$ cat src/rtl/wpsa_pkg.sv
// shared constants for the weld panel start and alarm controller
package wpsa_pkg;
  localparam int CLK_HZ = 125000000;
  localparam int TICK_MS = 1;
  localparam int TICK_CYC = CLK_HZ / 1000 * TICK_MS;
  localparam int REPEAT_MS = 250;
  localparam int HOLD_MS = 4000;
  localparam int RESTART_MS = 20;
  localparam int DEBOUNCE_MS = 10;
  localparam int REPEAT_TICKS = REPEAT_MS / TICK_MS;
  localparam int HOLD_TICKS = HOLD_MS / TICK_MS;
  localparam int RESTART_TICKS = (RESTART_MS + TICK_MS - 1) / TICK_MS;
  localparam int DEBOUNCE_TICKS = DEBOUNCE_MS / TICK_MS;
  localparam logic [6:0] AMP_STEP_FINE = 7'h01;
  localparam logic [6:0] AMP_STEP_COARSE = 7'h05;
  localparam logic [6:0] AMP_MAX = 7'h64;
  localparam logic [6:0] AMP_MIN = 7'h00;
  localparam logic [9:0] REG_FIRST = 10'h065;
  localparam logic [9:0] REG_LAST = 10'h071;
  localparam logic LATCH_RESET = 1'b0;
  localparam logic ANALOG_RESET = 1'b0;
  typedef enum logic [1:0] {WPSA_AMP, WPSA_REG_SEL, WPSA_REG_VAL} wpsa_disp_t;
endpackage : wpsa_pkg

$ cat src/rtl/wpsa_key_filter.sv
// key synchroniser and debouncer with press pulse
`timescale 1ns/1ps
module wpsa_key_filter #(
  parameter int STABLE_TICKS = 10
) (
  input wire logic clock,
  input wire logic rst,
  input wire logic tick,
  input wire logic key_raw,
  output logic key_level,
  output logic key_press
);
  logic s1_q, s2_q, s3_q;
  logic [15:0] cnt_q;
  // three stages; second and third must agree before a change is seen
  always_ff @(posedge clock or posedge rst) begin
    if (rst) begin
      s1_q <= 1'b0;
      s2_q <= 1'b0;
      s3_q <= 1'b0;
    end else begin
      s1_q <= key_raw;
      s2_q <= s1_q;
      s3_q <= s2_q;
    end
  end
  always_ff @(posedge clock or posedge rst) begin
    if (rst) begin
      cnt_q <= 16'h0000;
      key_level <= 1'b0;
      key_press <= 1'b0;
    end else begin
      key_press <= 1'b0;
      if (s2_q != s3_q || s3_q == key_level) begin
        cnt_q <= 16'h0000;
      end else if (tick) begin
        if (cnt_q >= 16'(STABLE_TICKS - 1)) begin
          key_level <= s3_q;
          key_press <= s3_q;
          cnt_q <= 16'h0000;
        end else begin
          cnt_q <= cnt_q + 16'h0001;
        end
      end
    end
  end
endmodule : wpsa_key_filter

$ cat src/rtl/wpsa_ctrl.sv
// front panel, start gating and alarm control for the weld generator
// What this block does
// - ultrasonics turn on when the remote run input asserts
// - ultrasonics stay on while run is held, stop when it drops
// - amplitude setpoint restored from non-volatile store after power-up
// - each up or down press changes amplitude by one percent
// - held key repeats one percent step every quarter second
// - after four seconds held, repeat step becomes five percent
// - analog source enabled: keys leave setpoint unchanged, show three dashes in amplitude view
// - amplitude comes from the selected one of two analog inputs
// - overload shows alarm icon, asserts summary alarm, holds till cleared as set by the latching option
// - latching mode clears only by reset key or remote clear
// - non-latching mode clears on run drop then reassert
// - no restart earlier than twenty milliseconds after an alarm
// - browse mode shows number icon; first entry register 101, else last
// - keys step register index; configuration key shows value with circle icon
// - latching option one bit, one latching, resets to zero
// - analog source option one bit, one enabled, resets to zero
`timescale 1ns/1ps
module wpsa_ctrl #(
  parameter int TICK_CYC = wpsa_pkg::TICK_CYC,
  parameter int REPEAT_TICKS = wpsa_pkg::REPEAT_TICKS,
  parameter int HOLD_TICKS = wpsa_pkg::HOLD_TICKS,
  parameter int RESTART_TICKS = wpsa_pkg::RESTART_TICKS,
  parameter int DEBOUNCE_TICKS = wpsa_pkg::DEBOUNCE_TICKS
) (
  input wire logic clock,
  input wire logic rst,
  input wire logic run_in,
  input wire logic clear_in,
  input wire logic overload_in,
  input wire logic key_cfg,
  input wire logic key_up,
  input wire logic key_down,
  input wire logic key_reset,
  input wire logic [6:0] nv_amp,
  input wire logic [6:0] analog_a,
  input wire logic [6:0] analog_b,
  input wire logic analog_sel_b,
  input wire logic latch_set,
  input wire logic analog_set,
  input wire logic [9:0] reg_value,
  output logic ready,
  output logic sonics_on,
  output logic alarm_out,
  output logic icon_alarm,
  output logic icon_percent,
  output logic icon_number,
  output logic icon_circle,
  output logic show_dashes,
  output logic [6:0] amp_setpoint,
  output logic [6:0] amp_active,
  output logic nv_write,
  output logic [9:0] reg_index,
  output logic [9:0] disp_value,
  output logic latch_mode,
  output logic analog_mode
);
  logic [16:0] pre_q;
  logic tick_q;
  logic run_s1_q, run_s2_q, run_s3_q, run_q;
  logic clr_s1_q, clr_s2_q, clr_s3_q;
  logic ovl_s1_q, ovl_s2_q, ovl_s3_q;
  logic up_lvl, up_prs, dn_lvl, dn_prs, cfg_prs, rst_prs;
  logic [12:0] hold_q;
  logic [8:0] rep_q;
  logic alarm_q, rearm_q, seen_drop_q;
  logic [7:0] gap_q;
  logic loaded_q;
  wpsa_pkg::wpsa_disp_t mode_q;
  logic [6:0] amp_q;
  logic [9:0] idx_q;
  logic [6:0] step;
  logic step_up, step_dn;

  // prescaled tick for every slow timer
  always_ff @(posedge clock or posedge rst) begin
    if (rst) begin
      pre_q <= 17'h00000;
      tick_q <= 1'b0;
    end else begin
      tick_q <= (pre_q == 17'(TICK_CYC - 1));
      pre_q <= (pre_q == 17'(TICK_CYC - 1)) ? 17'h00000 : pre_q + 17'h00001;
    end
  end

  // pin synchronisers for run, clear and overload
  always_ff @(posedge clock or posedge rst) begin
    if (rst) begin
      {run_s1_q, run_s2_q, run_s3_q, run_q} <= 4'h0;
      {clr_s1_q, clr_s2_q, clr_s3_q} <= 3'h0;
      {ovl_s1_q, ovl_s2_q, ovl_s3_q} <= 3'h0;
    end else begin
      run_s1_q <= run_in;
      run_s2_q <= run_s1_q;
      run_s3_q <= run_s2_q;
      if (run_s2_q == run_s3_q) run_q <= run_s3_q;
      clr_s1_q <= clear_in;
      clr_s2_q <= clr_s1_q;
      clr_s3_q <= clr_s2_q;
      ovl_s1_q <= overload_in;
      ovl_s2_q <= ovl_s1_q;
      ovl_s3_q <= ovl_s2_q;
    end
  end
  wire clr_ok = clr_s2_q & clr_s3_q;
  wire ovl_ok = ovl_s2_q & ovl_s3_q;

  wpsa_key_filter #(.STABLE_TICKS(DEBOUNCE_TICKS)) u_up (.clock(clock), .rst(rst),
    .tick(tick_q), .key_raw(key_up), .key_level(up_lvl), .key_press(up_prs));
  wpsa_key_filter #(.STABLE_TICKS(DEBOUNCE_TICKS)) u_dn (.clock(clock), .rst(rst),
    .tick(tick_q), .key_raw(key_down), .key_level(dn_lvl), .key_press(dn_prs));
  wpsa_key_filter #(.STABLE_TICKS(DEBOUNCE_TICKS)) u_cfg (.clock(clock), .rst(rst),
    .tick(tick_q), .key_raw(key_cfg), .key_level(), .key_press(cfg_prs));
  wpsa_key_filter #(.STABLE_TICKS(DEBOUNCE_TICKS)) u_rst (.clock(clock), .rst(rst),
    .tick(tick_q), .key_raw(key_reset), .key_level(), .key_press(rst_prs));

  // option bits: plain configuration inputs held in flops
  always_ff @(posedge clock or posedge rst) begin
    if (rst) begin
      latch_mode <= wpsa_pkg::LATCH_RESET;
      analog_mode <= wpsa_pkg::ANALOG_RESET;
    end else begin
      latch_mode <= latch_set;
      analog_mode <= analog_set;
    end
  end

  // alarm: set wins over any clear in the same cycle
  logic run_prev_q;
  always_ff @(posedge clock or posedge rst) begin
    if (rst) begin
      alarm_q <= 1'b0;
      seen_drop_q <= 1'b0;
      run_prev_q <= 1'b0;
    end else begin
      run_prev_q <= run_q;
      if (ovl_ok) begin
        alarm_q <= 1'b1;
        seen_drop_q <= 1'b0;
      end else if (alarm_q) begin
        if (latch_mode) begin
          if (rst_prs | clr_ok) alarm_q <= 1'b0;
        end else begin
          if (!run_q) seen_drop_q <= 1'b1;
          if (seen_drop_q && run_q && !run_prev_q) alarm_q <= 1'b0;
        end
      end
    end
  end

  // restart hold-off counts from the alarm's clearing
  always_ff @(posedge clock or posedge rst) begin
    if (rst) begin
      gap_q <= 8'h00;
    end else if (alarm_q) begin
      gap_q <= 8'(RESTART_TICKS);
    end else if (tick_q && gap_q != 8'h00) begin
      gap_q <= gap_q - 8'h01;
    end
  end
  // a run held through the hold-off must be reapplied before sonics start
  always_ff @(posedge clock or posedge rst) begin
    if (rst) begin
      rearm_q <= 1'b0;
      sonics_on <= 1'b0;
    end else begin
      if (alarm_q || gap_q != 8'h00) rearm_q <= 1'b0;
      else if (!run_q) rearm_q <= 1'b1;
      sonics_on <= run_q & ready & (rearm_q | sonics_on);
    end
  end
  assign ready = ~alarm_q & (gap_q == 8'h00) & loaded_q;
  assign alarm_out = alarm_q;
  assign icon_alarm = alarm_q;

  // hold and repeat timers for the direction keys
  wire key_held = up_lvl ^ dn_lvl;
  always_ff @(posedge clock or posedge rst) begin
    if (rst) begin
      hold_q <= 13'h0000;
      rep_q <= 9'h000;
    end else if (!key_held) begin
      hold_q <= 13'h0000;
      rep_q <= 9'h000;
    end else if (tick_q) begin
      if (hold_q != 13'(HOLD_TICKS)) hold_q <= hold_q + 13'h0001;
      rep_q <= (rep_q == 9'(REPEAT_TICKS - 1)) ? 9'h000 : rep_q + 9'h001;
    end
  end
  wire rep_fire = key_held & tick_q & (rep_q == 9'(REPEAT_TICKS - 1));
  assign step = (hold_q == 13'(HOLD_TICKS)) ? wpsa_pkg::AMP_STEP_COARSE
                                              : wpsa_pkg::AMP_STEP_FINE;
  assign step_up = up_prs | (rep_fire & up_lvl);
  assign step_dn = dn_prs | (rep_fire & dn_lvl);

  // display mode walk on each configuration press
  always_ff @(posedge clock or posedge rst) begin
    if (rst) begin
      mode_q <= wpsa_pkg::WPSA_AMP;
    end else if (cfg_prs) begin
      case (mode_q)
        wpsa_pkg::WPSA_AMP: mode_q <= wpsa_pkg::WPSA_REG_SEL;
        wpsa_pkg::WPSA_REG_SEL: mode_q <= wpsa_pkg::WPSA_REG_VAL;
        wpsa_pkg::WPSA_REG_VAL: mode_q <= wpsa_pkg::WPSA_AMP;
        default: mode_q <= wpsa_pkg::WPSA_AMP;
      endcase
    end
  end

  // setpoint: loaded from store once, clamped 0..100, saved on every step, even one held at a limit
  always_ff @(posedge clock or posedge rst) begin
    if (rst) begin
      amp_q <= wpsa_pkg::AMP_MIN;
      loaded_q <= 1'b0;
      nv_write <= 1'b0;
    end else begin
      nv_write <= 1'b0;
      if (!loaded_q) begin
        amp_q <= (nv_amp > wpsa_pkg::AMP_MAX) ? wpsa_pkg::AMP_MAX : nv_amp;
        loaded_q <= 1'b1;
      end else if (mode_q == wpsa_pkg::WPSA_AMP && !analog_mode) begin
        if (step_up) begin
          amp_q <= (amp_q > wpsa_pkg::AMP_MAX - step) ? wpsa_pkg::AMP_MAX : amp_q + step;
          nv_write <= 1'b1;
        end else if (step_dn) begin
          amp_q <= (amp_q < step) ? wpsa_pkg::AMP_MIN : amp_q - step;
          nv_write <= 1'b1;
        end
      end
    end
  end

  // register index survives leaving browse mode
  always_ff @(posedge clock or posedge rst) begin
    if (rst) begin
      idx_q <= wpsa_pkg::REG_FIRST;
    end else if (mode_q == wpsa_pkg::WPSA_REG_SEL) begin
      if (step_up && idx_q != wpsa_pkg::REG_LAST) idx_q <= idx_q + 10'h001;
      else if (step_dn && idx_q != wpsa_pkg::REG_FIRST) idx_q <= idx_q - 10'h001;
    end
  end

  always_ff @(posedge clock or posedge rst) begin
    if (rst) begin
      amp_active <= wpsa_pkg::AMP_MIN;
      disp_value <= 10'h000;
    end else begin
      amp_active <= analog_mode ? (analog_sel_b ? analog_b : analog_a) : amp_q;
      case (mode_q)
        wpsa_pkg::WPSA_REG_SEL: disp_value <= idx_q;
        wpsa_pkg::WPSA_REG_VAL: disp_value <= reg_value;
        default: disp_value <= {3'h0, amp_q};
      endcase
    end
  end
  assign amp_setpoint = amp_q;
  assign reg_index = idx_q;
  assign icon_percent = (mode_q == wpsa_pkg::WPSA_AMP);
  assign icon_number = (mode_q == wpsa_pkg::WPSA_REG_SEL);
  assign icon_circle = (mode_q == wpsa_pkg::WPSA_REG_VAL);
  assign show_dashes = analog_mode & (mode_q == wpsa_pkg::WPSA_AMP);

  property p_alarm_holds;
    @(posedge clock) disable iff (rst)
      alarm_q && !rst_prs && !clr_ok && latch_mode |=> alarm_q;
  endproperty
  a_alarm_holds: assert property (p_alarm_holds) else $error("latched alarm dropped");
  property p_ovl_sets;
    @(posedge clock) disable iff (rst) ovl_ok |=> alarm_out && icon_alarm;
  endproperty
  a_ovl_sets: assert property (p_ovl_sets) else $error("overload not flagged");
  property p_no_sonics_alarm;
    @(posedge clock) disable iff (rst) alarm_q |=> ##1 !sonics_on;
  endproperty
  a_no_sonics_alarm: assert property (p_no_sonics_alarm) else $error("sonics in alarm");
  property p_run_drop;
    @(posedge clock) disable iff (rst) !run_q |=> !sonics_on;
  endproperty
  a_run_drop: assert property (p_run_drop) else $error("sonics without run");
  property p_gap_blocks;
    @(posedge clock) disable iff (rst) gap_q != 8'h00 |=> !sonics_on;
  endproperty
  a_gap_blocks: assert property (p_gap_blocks) else $error("restart within hold-off");
  property p_analog_freeze;
    @(posedge clock) disable iff (rst) loaded_q && analog_mode |=> $stable(amp_setpoint);
  endproperty
  a_analog_freeze: assert property (p_analog_freeze) else $error("keys moved setpoint");
  property p_amp_range;
    @(posedge clock) disable iff (rst) amp_setpoint <= wpsa_pkg::AMP_MAX;
  endproperty
  a_amp_range: assert property (p_amp_range) else $error("setpoint above 100");
  property p_fine_step;
    @(posedge clock) disable iff (rst)
      loaded_q && up_prs && icon_percent && !analog_mode && amp_q < 7'h63
        |=> amp_q == $past(amp_q) + 7'h01;
  endproperty
  a_fine_step: assert property (p_fine_step) else $error("press step not one");
  property p_one_icon;
    @(posedge clock) disable iff (rst) $onehot({icon_percent, icon_number, icon_circle});
  endproperty
  a_one_icon: assert property (p_one_icon) else $error("icons not exclusive");
endmodule : wpsa_ctrl

$ cat config.mk
export PLATFORM = sky130hd
export DESIGN_NAME = wpsa_ctrl
export DESIGN_NICKNAME = d
export VERILOG_FILES = /design/src/rtl/wpsa_pkg.sv /design/src/rtl/wpsa_key_filter.sv /design/src/rtl/wpsa_ctrl.sv
export SDC_FILE = /design/constraint.sdc
export NUM_CORES = 1
export LEC_CHECK = 0
export ABC_AREA = 1
export BUFFER_PORTS_ARGS = -buffer_cell sky130_fd_sc_hd__buf_2
export CORE_MARGIN = 2
export CORE_UTILIZATION = 62
export CTS_BUF_LIST = sky130_fd_sc_hd__clkbuf_4 sky130_fd_sc_hd__clkbuf_8
export DETAILED_ROUTE_END_ITERATION = 16
export PLACE_DENSITY_LB_ADDON = 0.12
export SKIP_LAST_GASP = 1
export SYNTH_ARGS = -nofsm -noshare
export SYNTH_HDL_FRONTEND = slang
export SYNTH_SLANG_ARGS = --single-unit
$ cat constraint.sdc
create_clock -name clock -period 5.93 [get_ports clock]
set_input_delay 0.2965 -clock clock [delete_from_list [all_inputs] [get_ports clock]]
set_output_delay 0.2965 -clock clock [all_outputs]
set_load 0.05 [all_outputs]
Yosys cells after proc, flatten, opt, wreduce, memory -nomap -nowiden

Index checks and enable logic that the tools add are counted.

Logic and storage cells: 210
Input bits: 43
Register bits: 187

Eq/ne operators: 24
$lt $le $gt $ge: 7
Reductions and logical operators: 31
Bitwise logic cells: 21
Mux-type cells: 61
$add $sub $neg: 13

Operator list:

| cell                    | count |
|---|---|
| $mux W16                | 12 |
| $add A16 B1 Y16 const B | 4 |
| $ge A16 B4 Y1 const B   | 4 |
| $mux W7                 | 9 |
| $mux W13                | 3 |
| $mux W9                 | 3 |
| $mux W1                 | 26 |
| $mux W10                | 2 |
| $ne A10 B7 Y1 const B   | 2 |
| $pmux W10 S2            | 1 |
| $add A17 B1 Y17 const B | 1 |
| $eq A17 B17 Y1 const B  | 1 |
| $mux W17                | 1 |
| $mux W8                 | 2 |
| $reduce_and A3 Y1       | 5 |
| $reduce_bool A2 Y1      | 7 |
| $add A13 B1 Y13 const B | 1 |
| $eq A13 B12 Y1 const B  | 1 |
| $ne A13 B12 Y1 const B  | 1 |
| $and A1 B1 Y1           | 11 |
| $add A10 B1 Y10 const B | 1 |
| $ne A2 B1 Y1 const B    | 5 |
| $sub A10 B1 Y10 const B | 1 |
| $add A9 B1 Y9 const B   | 1 |
| 26 further kinds        | 52 |

Logic depth before layout (Yosys ltp)

Gate-level depths: netlist (run 1).

Depth after elaboration: 9
Mapped depth: 20
Mapped depth without buffers: 20

Modules after synthesis

From an unflattened synthesis (run 1), not the netlist that was laid out.

Cells, all modules: 1107
Area, all modules: 9441.6 µm²

By module, submodules not included:

| module          | area each (µm²) | times used | sequential area each (µm²) | cells an instance |
|---|---|---|---|---|
| wpsa_ctrl       | 5803.1          | 1          | 2582.5                     | 719 |
| wpsa_key_filter | 909.6           | 4          | 525.5                      | 97 |

Worst setup path before layout (run 1)

No wires, ideal clock.

Path kind: reg-to-reg
From: register idx_q[1], in the netlist reg_index[1]
To: register idx_q[6], in the netlist reg_index[6]
Setup time: 0.061 ns
Arrival time: 2.429 ns
Slack: 3.440 ns
Cell stages (with the launch flop): 16
Period minus slack after synthesis: 2.490 ns
Cell sequence: dfrtp_1 > inv_1 > nand2_1 > nor2_1 > nand4_1 > nand2_4 > inv_1 > fa_1 > nand3b_1 > nand2_1 > a21oi_1 > nor2_1 > nor2_1 > xnor2_1 > nand2_1 > nand2_1

Word-level cells in the longest chain between the ends: 4

RTL lines:

| item                                                    | line             | RTL |
|---|---|---|
| start, declared                                         | wpsa_ctrl.sv:72  | `logic [9:0] idx_q;` |
| start signal, assigned                                  | wpsa_ctrl.sv:237 | `idx_q <= wpsa_pkg::REG_FIRST;` |
| start signal, assigned                                  | wpsa_ctrl.sv:239 | `if (step_up && idx_q != wpsa_pkg::REG_LAST) idx_q <= idx_q + 10'h001;` |
| start signal, assigned                                  | wpsa_ctrl.sv:240 | `else if (step_dn && idx_q != wpsa_pkg::REG_FIRST) idx_q <= idx_q - 10'h001;` |
| branches (longest 4 deep; another with $sub A10 B1 Y10) | n/a              |  |

Parallel ways; which one is timed is not known. The select of a mux whose other input is x is not followed.
A chain may end at the register's enable or synchronous reset.

Worst setup path after layout (run 1)

From: register tick_q
To: register idx_q[7], in the netlist reg_index[7]

Word-level cells in the longest chain between the ends: 7

RTL lines:

| item                                   | line                               | RTL |
|---|---|---|
| start, declared                        | wpsa_ctrl.sv:60                    | `logic tick_q;` |
| start signal, assigned                 | wpsa_ctrl.sv:82                    | `tick_q <= (pre_q == 17'(TICK_CYC - 1));` |
| $and A1 B1 Y1 (*) (2 in series)        | wpsa_ctrl.sv:191                   | `wire rep_fire = key_held & tick_q & (rep_q == 9'(REPEAT_TICKS - 1));` |
| $and A1 B1 Y1 (on tied branches)       | wpsa_ctrl.sv:194, wpsa_ctrl.sv:195 |  |
| $or A1 B1 Y1 (on tied branches)        | wpsa_ctrl.sv:194, wpsa_ctrl.sv:195 |  |
| $logic_and A1 B1 Y1 (on tied branches) | wpsa_ctrl.sv:239, wpsa_ctrl.sv:240 |  |
| $reduce_bool A2 Y1 (no source line)    | n/a                                |  |
| $reduce_and A2 Y1 (no source line)     | n/a                                |  |

Mark *: on every way between the ends. The rest lies on a longest branch, timed or not.

==> metrics.md, run 1 <==
| Metric | Value |
|---|---|
| Core outline area | 14,500 sq um |
| Yosys warns | 0 |
| Longest Clk Path Bufs | 2 |
| Area grow syn2layout | 11.9% |
| CP required | 6.34 ns |
| Max incr delay on CP | 0.74 ns |
| Static leakage | 5.07 nW |
| Worst Setup EP | reg_index[7] |
| Crit path max-delay family | simple AND/OR/NAND/NOR gates |
| Crit path depth | 13 |
| Vias in the first global route | 6,644 |
| Post-synthesis async set-or-reset flop share | 100% |
| Initial Util | 63.0% |
| Worst-margin pin slew | 0.888 ns |
| Clock Power Share | 35.2% |
| Total negative slack | 0 ns |
| Total CTS buffers | 17 |
| Cell Area, Synth | 9120 sq um |
| Clock-pin slew on the worst setup and hold paths | 0.09 ns |
| Final net count | 1,234 |
| Crit path from | tick_q |
| Comb pwr share | 9.8% |
| Min Clock Period, post-route | 2.93 ns |
| Post_cts resized | 0 |
| First-pass GRT wire length | 30,700 um |
| Synth top area cells | dfrtp_1 (50%), nand2_1 (7.6%), inv_1 (6.7%), nor2_1 (5.6%), ha_1 (4.9%) |
| PwrDens | 237 nW/um^2 |
| Slew Limit Fails | 0 |
| DP Worst Slack | 3.06 ns |
| Sw Share | 27.2% |
| Cell Area, Placed | 9730 sq um |
| Main synth FF type | dfrtp_1 |
| Tcrit/Tclk final | 49.4% |
| Final hold viol count | 31 |
| Share of post-route cells with drive strength above 1 | 13.9% |
| DRT iter0 DRCs | 543 |
| # diodes | 0 |
| Switch Pwr | 657 uW |
| Top post-synthesis cells by count | nand2_1 (184), dfrtp_1 (183), inv_1 (162) |
| Most frequent cell after synthesis | nand2_1 |
| Reg2reg end | reg_index[7] |
| Failing checks | negative hold slack |
| Htree depth | 4 |
| Peak VDD IR | 0.222 mV |
| Overall Power | 2.42 mW |
| Critical path capture point type | register |
| Bufs and invs on worst path | 1 |
| CTS sink count | 187 |
| Std-Cell Rows | 44 |
| RSZ-0062 raised after global routing | no |
| DRT Pass-1 Iters | 5 |
| CP max stage cell | dfrtp_1 |
| CTS tree | built |
| Reg2reg setup slack | 3.00 ns |
| Drt wl/cell | 13.2 um |
| Setup violations, final | 0 |
| Hpwl dp | 12,400 um |
| Detailed-route via count | 7,135 |
| Buffers added on ports | 87 |
| Die H | 125 um |
| Syn_nets | 1,133 |
| Status | finished, violations left |
| Post-CTS Hold Buffers | 9 |
| I/O Pins | 88 |
| Crit Path Class | reg -> reg |
| Sequential-to-total area share from yosys stat | 51.4% |
| Cell accounting for the most synthesized area | dfrtp_1 |
| Syn Inst Count | 1,053 |
| Max-slew headroom | 40.8% |
| GRT Overall Usage | 23.8% |
| Post-route cell area | 10,200 sq um |
| Average size of a mapped cell | 8.66 sq um |
| Yosys top cell area share | 50.2% |
| Worst path arrival time | 3.34 ns |
| Largest net degree at the start of global routing | 115 |
| Die Width | 125 um |
| Worst reg2reg path depth | 13 |
| Max Fanout on Critical Path | 16 |
| Int Pwr | 1.76 mW |
| Number of synthesized register bits | 187 |
| Clk_skew | 0.0117 ns |
| Total Die Area | 15,700 sq um |
| Hold slack | -0.0130 ns |
| Root Buffer | clkbuf_8 |
| Final WL | 17,800 um |
| GPL Wtd Cong | 0.933 |
| Final worst setup slack | 3.00 ns |
| Vias per inst | 5.29 |
| Drc violations | 0 |
| Antenna-violating nets left | 0 |
| Post-synth EDFFs | 0 |
| Crit Reg-Reg Startpoint | tick_q |
| CP dominant cell by count | nand2_1 |
| Initial antenna violation count | 0 |
| Number of max-cap violations | 0 |
| Crit path cell chain | inv_2 > nor2_4 > nand3_2 > nand2_4 > nand2_4 > ha_1 > nand2_1 > o21ai_0 > nor2_1 > o21ai_0 > xor2_1 > nand2_1 > nand2_1 |
| Netlist cell types | 52 |
| Reg power frac | 54.9% |
| Worst Hold Class | in -> async |
| GRT overflow | 0 |
| Post-CTS setup buffers | 0 |
| Highest clock rate | 0.341 GHz |
| CP startpoint kind | register |
| Worst skew pair latency | 0.46 ns |
-- layout by cell type, fill, tap and decap left out, drive strengths merged, types with 2 or more instances in the layout --
cell type and n:
a21oi 39, a22oi 8, a31oi 2, buf 88
bufinv 2, clkbuf 19, clkinv 9, clkinvlp 2
dfrtp 183, dfstp 4, dlygate4sd3 9, ha 36
inv 169, nand2 193, nand3 57, nand3b 2
nand4 38, nor2 142, nor3 16, nor4 14
o21a 2, o21ai 68, o22ai 9, o31ai 6
or2 2, xnor2 8, xor2 26
-- cells by family (layout without fill, tap and decap cells) --
logic type	count (synthesis)	after routing	share of synthesized area (%)
and+or+nand+nor	466	466	23.1
DFF	187	187	51.4
buffers and inverters	185	298	7.89
AOI/OAI and AO/OA	142	142	9.07
adders and majority gates	38	38	5.27
xor gates and xnor gates	34	34	3.26
other	1	1	0.0411
-- metrics by stage --
| step | std cells | util, % |
|---|---|---|
| final | 1350 | 70.5 |
| after global routing | 1350 | 70.5 |
| after CTS | 1350 | 70.5 |
| after detailed placement | 1310 | 67.2 |
| after global placement | 1310 | 67.2 |
| after floorplan | 1053 | - |
-- sequential cells by signal (all words and copies together) (netlist names), 2 cells and up --
| signal | count |
|---|---|
| u_dn.cnt_q | 16 |
| pre_q | 17 |
| u_up.cnt_q | 16 |
| amp_setpoint | 7 |
| reg_index | 10 |
| hold_q | 13 |
| u_rst.cnt_q | 16 |
| mode_q | 2 |
| rep_q | 9 |
| u_cfg.cnt_q | 16 |
| disp_value | 10 |
| amp_active | 7 |
| gap_q | 8 |
-- how the worst min path moves through the flow --
stage | endpoint | startpoint | slack (ns)
after floorplan | analog_mode | analog_set | 0.33
after global placement | u_dn.s2_q | u_dn.s1_q | 0.33
after detailed placement | u_dn.s2_q | u_dn.s1_q | 0.33
after CTS | reg_index[8] | rst | 0.004
after global routing | reg_index[8] | rst | 0.04
final | rep_q[4] | rst | -0.01
-- area by class of cell --
cell class / instances / area [sq um]
Clock buffer: 19 / 255
Clock inverter: 12 / 138
Fill cell: 1144 / 4270
Inverter: 170 / 651
Multi-Input combinational cell: 681 / 3720
Sequential cell: 187 / 4680
Tap cell: 184 / 230
Timing Repair Buffer: 97 / 533
-- power by group through the flow --
stage	Clock, mW	Combinational, mW	Sequential (mW)
final	0.851	0.238	1.33
after global routing	0.914	0.263	1.33
after CTS	0.869	0.240	1.33
after detailed placement	0	0.234	1.35
after global placement	0	0.233	1.35
after floorplan	0	0.115	1.41
-- metal layers --
layer  track usage [%]  vias to the layer above  part of all wire, %
met3              4.84                       17                  4.0
met5                 0                        -                    0
li1                  -                     3606                    -
met1              33.4                     3359                   47
met2              38.0                      153                   47
met4              6.80                        0                  1.3
No activity file was read; power rests on OpenSTA's default activity.
==> inputs of run 2 (changes only) <==
==> constraint.sdc (replaced) <==
create_clock -name clock -period 2.7 [get_ports clock]
set_input_delay 0.135 -clock clock [delete_from_list [all_inputs] [get_ports clock]]
set_output_delay 0.135 -clock clock [all_outputs]
set_load 0.05 [all_outputs]
==> run 2 against run 1 <==
The flow now finishes without violations. Cell count up 3.3%. Global-route usage up 0.85 points. Non-clock buffer count up 44. Fmax up 13%. Wire length up 4.0%. Highest routed layer unchanged. Worst hold slack better by 0.072 ns. Clock skew up 0.0042 ns. Critical path depth up 2. Register-to-register slack worse by 2.9 ns. Clock-buffer cell count down 1.
==> metrics.md, run 2 (synthesized netlist as in run 1, its figures left out) <==
| Metric | Value |
|---|---|
| Vias per inst | 5.25 (was 5.29) |
| First-pass GRT wire length | 31,900 um (was 30,700 um) |
| Longest Clk Path Bufs | 2 (unchanged) |
| Total CTS buffers | 17 (unchanged) |
| Largest net degree at the start of global routing | 70 (was 115) |
| CTS sink count | 187 (unchanged) |
| Hpwl dp | 12,700 um (was 12,400 um) |
| GRT Overall Usage | 24.6% (was 23.8%) |
| Worst path arrival time | 3.01 ns (was 3.34 ns) |
| Clk_skew | 0.0159 ns (was 0.0117 ns) |
| Drt wl/cell | 13.3 um (was 13.2 um) |
| GRT overflow | 0 (unchanged) |
| Reg power frac | 54.4% (was 54.9%) |
| RSZ-0062 raised after global routing | yes (was no) |
| Tcrit/Tclk final | 95.8% (was 49.4%) |
| Static leakage | 5.29 nW (was 5.07 nW) |
| Core outline area | 14,500 sq um (unchanged) |
| Min Clock Period, post-route | 2.59 ns (was 2.93 ns) |
| Crit path from | reg_index[9] (was tick_q) |
| # diodes | 0 (unchanged) |
| CTS tree | built (unchanged) |
| FF/Latch Area | 4680 sq um (unchanged) |
| HP Start | nv_amp[4] |
| Critical path capture point type | register (unchanged) |
| Htree depth | 4 (unchanged) |
| Clock Power Share | 34.7% (was 35.2%) |
| Switch Pwr | 1.53 mW (was 657 uW) |
| Std-Cell Rows | 44 (unchanged) |
| Slew Limit Fails | 0 (unchanged) |
| GPL Wtd Cong | 0.896 (was 0.933) |
| Max reg flops | 17 (unchanged) |
| Sw Share | 28.6% (was 27.2%) |
| Worst-margin pin slew | 0.802 ns (was 0.888 ns) |
| Int Pwr | 3.83 mW (was 1.76 mW) |
| Most frequent cells in the layout | nand2_1 (183), dfrtp_1 (183), inv_1 (161), nor2_1 (135), buf_2 (87) (was nand2_1 (184), dfrtp_1 (183), inv_1 (161), nor2_1 (135), buf_2 (87)) |
| Dpl cells | 1,323 (was 1,310) |
| Final hold viol count | 0 (was 31) |
| Comb pwr share | 10.9% (was 9.8%) |
| Hold slack | 0.0586 ns (was -0.0130 ns) |
| Highest clock rate | 0.387 GHz (was 0.341 GHz) |
| Vias in the first global route | 6,872 (was 6,644) |
| Multi-input logic area | 3790 sq um (was 3720 sq um) |
| Non-Filler Instances | 1,395 (was 1,350) |
| Crit Reg-Reg Startpoint | reg_index[9] (was tick_q) |
| Initial Util | 63.0% (unchanged) |
| Total Die Area | 15,700 sq um (unchanged) |
| Max Fanout on Critical Path | 11 (was 16) |
| Buffers added on ports | 87 (unchanged) |
| Drc violations | 0 (unchanged) |
| Worst skew pair latency | 0.47 ns (was 0.46 ns) |
| Initial antenna violation count | 0 (unchanged) |
| Share of post-route cells with drive strength above 1 | 15.1% (was 13.9%) |
| Post-CTS setup buffers | 0 (unchanged) |
| Most flop-heavy register | pre_q (unchanged) |
| Area grow syn2layout | 17.6% (was 11.9%) |
| # fillers | 1,075 (was 1,144) |
| DRT iter0 DRCs | 547 (was 543) |
| Max-slew headroom | 46.4% (was 40.8%) |
| Peak VDD IR | 0.325 mV (was 0.222 mV) |
| Final net count | 1,278 (was 1,234) |
| CP required | 3.12 ns (was 6.34 ns) |
| Final WL | 18,600 um (was 17,800 um) |
| Die Width | 125 um (unchanged) |
| Crit Path Class | reg -> reg (unchanged) |
| Worst Hold Class | in -> reg (was in -> async) |
| Status | complete, no violations (was finished, violations left) |
| Die H | 125 um (unchanged) |
| Clock-pin slew on the worst setup and hold paths | 0.10 ns (was 0.09 ns) |
| Detailed-route via count | 7,329 (was 7,135) |
| Root Buffer | clkbuf_8 (unchanged) |
| PwrDens | 500 nW/um^2 (was 237 nW/um^2) |
| Number of max-cap violations | 0 (unchanged) |
| CP startpoint kind | register (unchanged) |
| Setup violations, final | 0 (unchanged) |
| Antenna-violating nets left | 0 (unchanged) |
| I/O Pins | 88 (unchanged) |
| DRT Pass-1 Iters | 5 (unchanged) |
run 2: critical path, cell delays in order, from the launching register on:
cell and delay (ns):
dfrtp_1 0.44, inv_1 0.11, nand2_1 0.06, nor2_1 0.12, nand4_1 0.28, nand2_8 0.24
inv_1 0.08, fa_1 0.42, nand3b_1 0.18, nand2_1 0.13, a21oi_1 0.08, nor2_1 0.09
nor2_1 0.06, xnor2_1 0.12, nand2_1 0.06, nand2_1 0.05
run 2: power groups by stage:
stage                     clock network (mW)  logic (mW)  registers, mW
after global routing                    2.03       0.642           2.93
after floorplan                            0       0.253           3.09
after global placement                     0       0.521           2.97
after CTS                               1.90       0.578           2.92
final                                   1.86       0.583           2.92
after detailed placement                   0       0.524           2.97
run 2: per-stage QoR:
step	area (sq um)	total power [mW]	utilization [%]	setup slack, ns	setup TNS [ns]
finish	10700	5.36	74.1	0.115	0
global placement	9860	3.49	68.1	0.216	0
global route	10700	5.60	74.1	-0.0911	-0.211
detailed placement	9860	3.49	68.1	0.124	0
floorplan	9130	3.34	-	0.162	0
CTS	10700	5.39	73.6	0.116	0
run 2: repair_timing:
item                                    4_1_cts  5_1_grt
endpoints found under the setup margin        0        9
hold buffers                                 40        0
endpoints found under the hold margin        64        0
resized for setup                             0       14
run 2: worst paths after layout:
kind | to | slack [ns] | cells past startpoint
hold / removal | amp_setpoint[4] | 0.06 | 5
hold reg to reg | clr_s2_q | 0.36 | 0
max in group asynchronous | pre_q[5] | 1.55 | 4
setup reg to reg | reg_index[6] | 0.11 | 15
setup / recovery | reg_index[6] | 0.11 | 15
min in group asynchronous | u_rst.cnt_q[2] | 0.35 | 3
run 2: routing by layer:
metal	up-vias	track usage, %	share of wire [%]
met3	26	5.09	3.9
met2	164	39.4	47
li1	3695	-	-
met4	0	7.12	1.6
met5	-	0	0
met1	3444	34.5	47
run 2: final cells by class:
type / instances / share of cell area, %
clock buffer: 18 / 2.25
tap: 184 / 2.15
sequential: 187 / 43.7
multi-input combinational: 681 / 35.3
inverter: 170 / 6.03
timing repair buffer: 141 / 9.12
clock inverter: 14 / 1.46
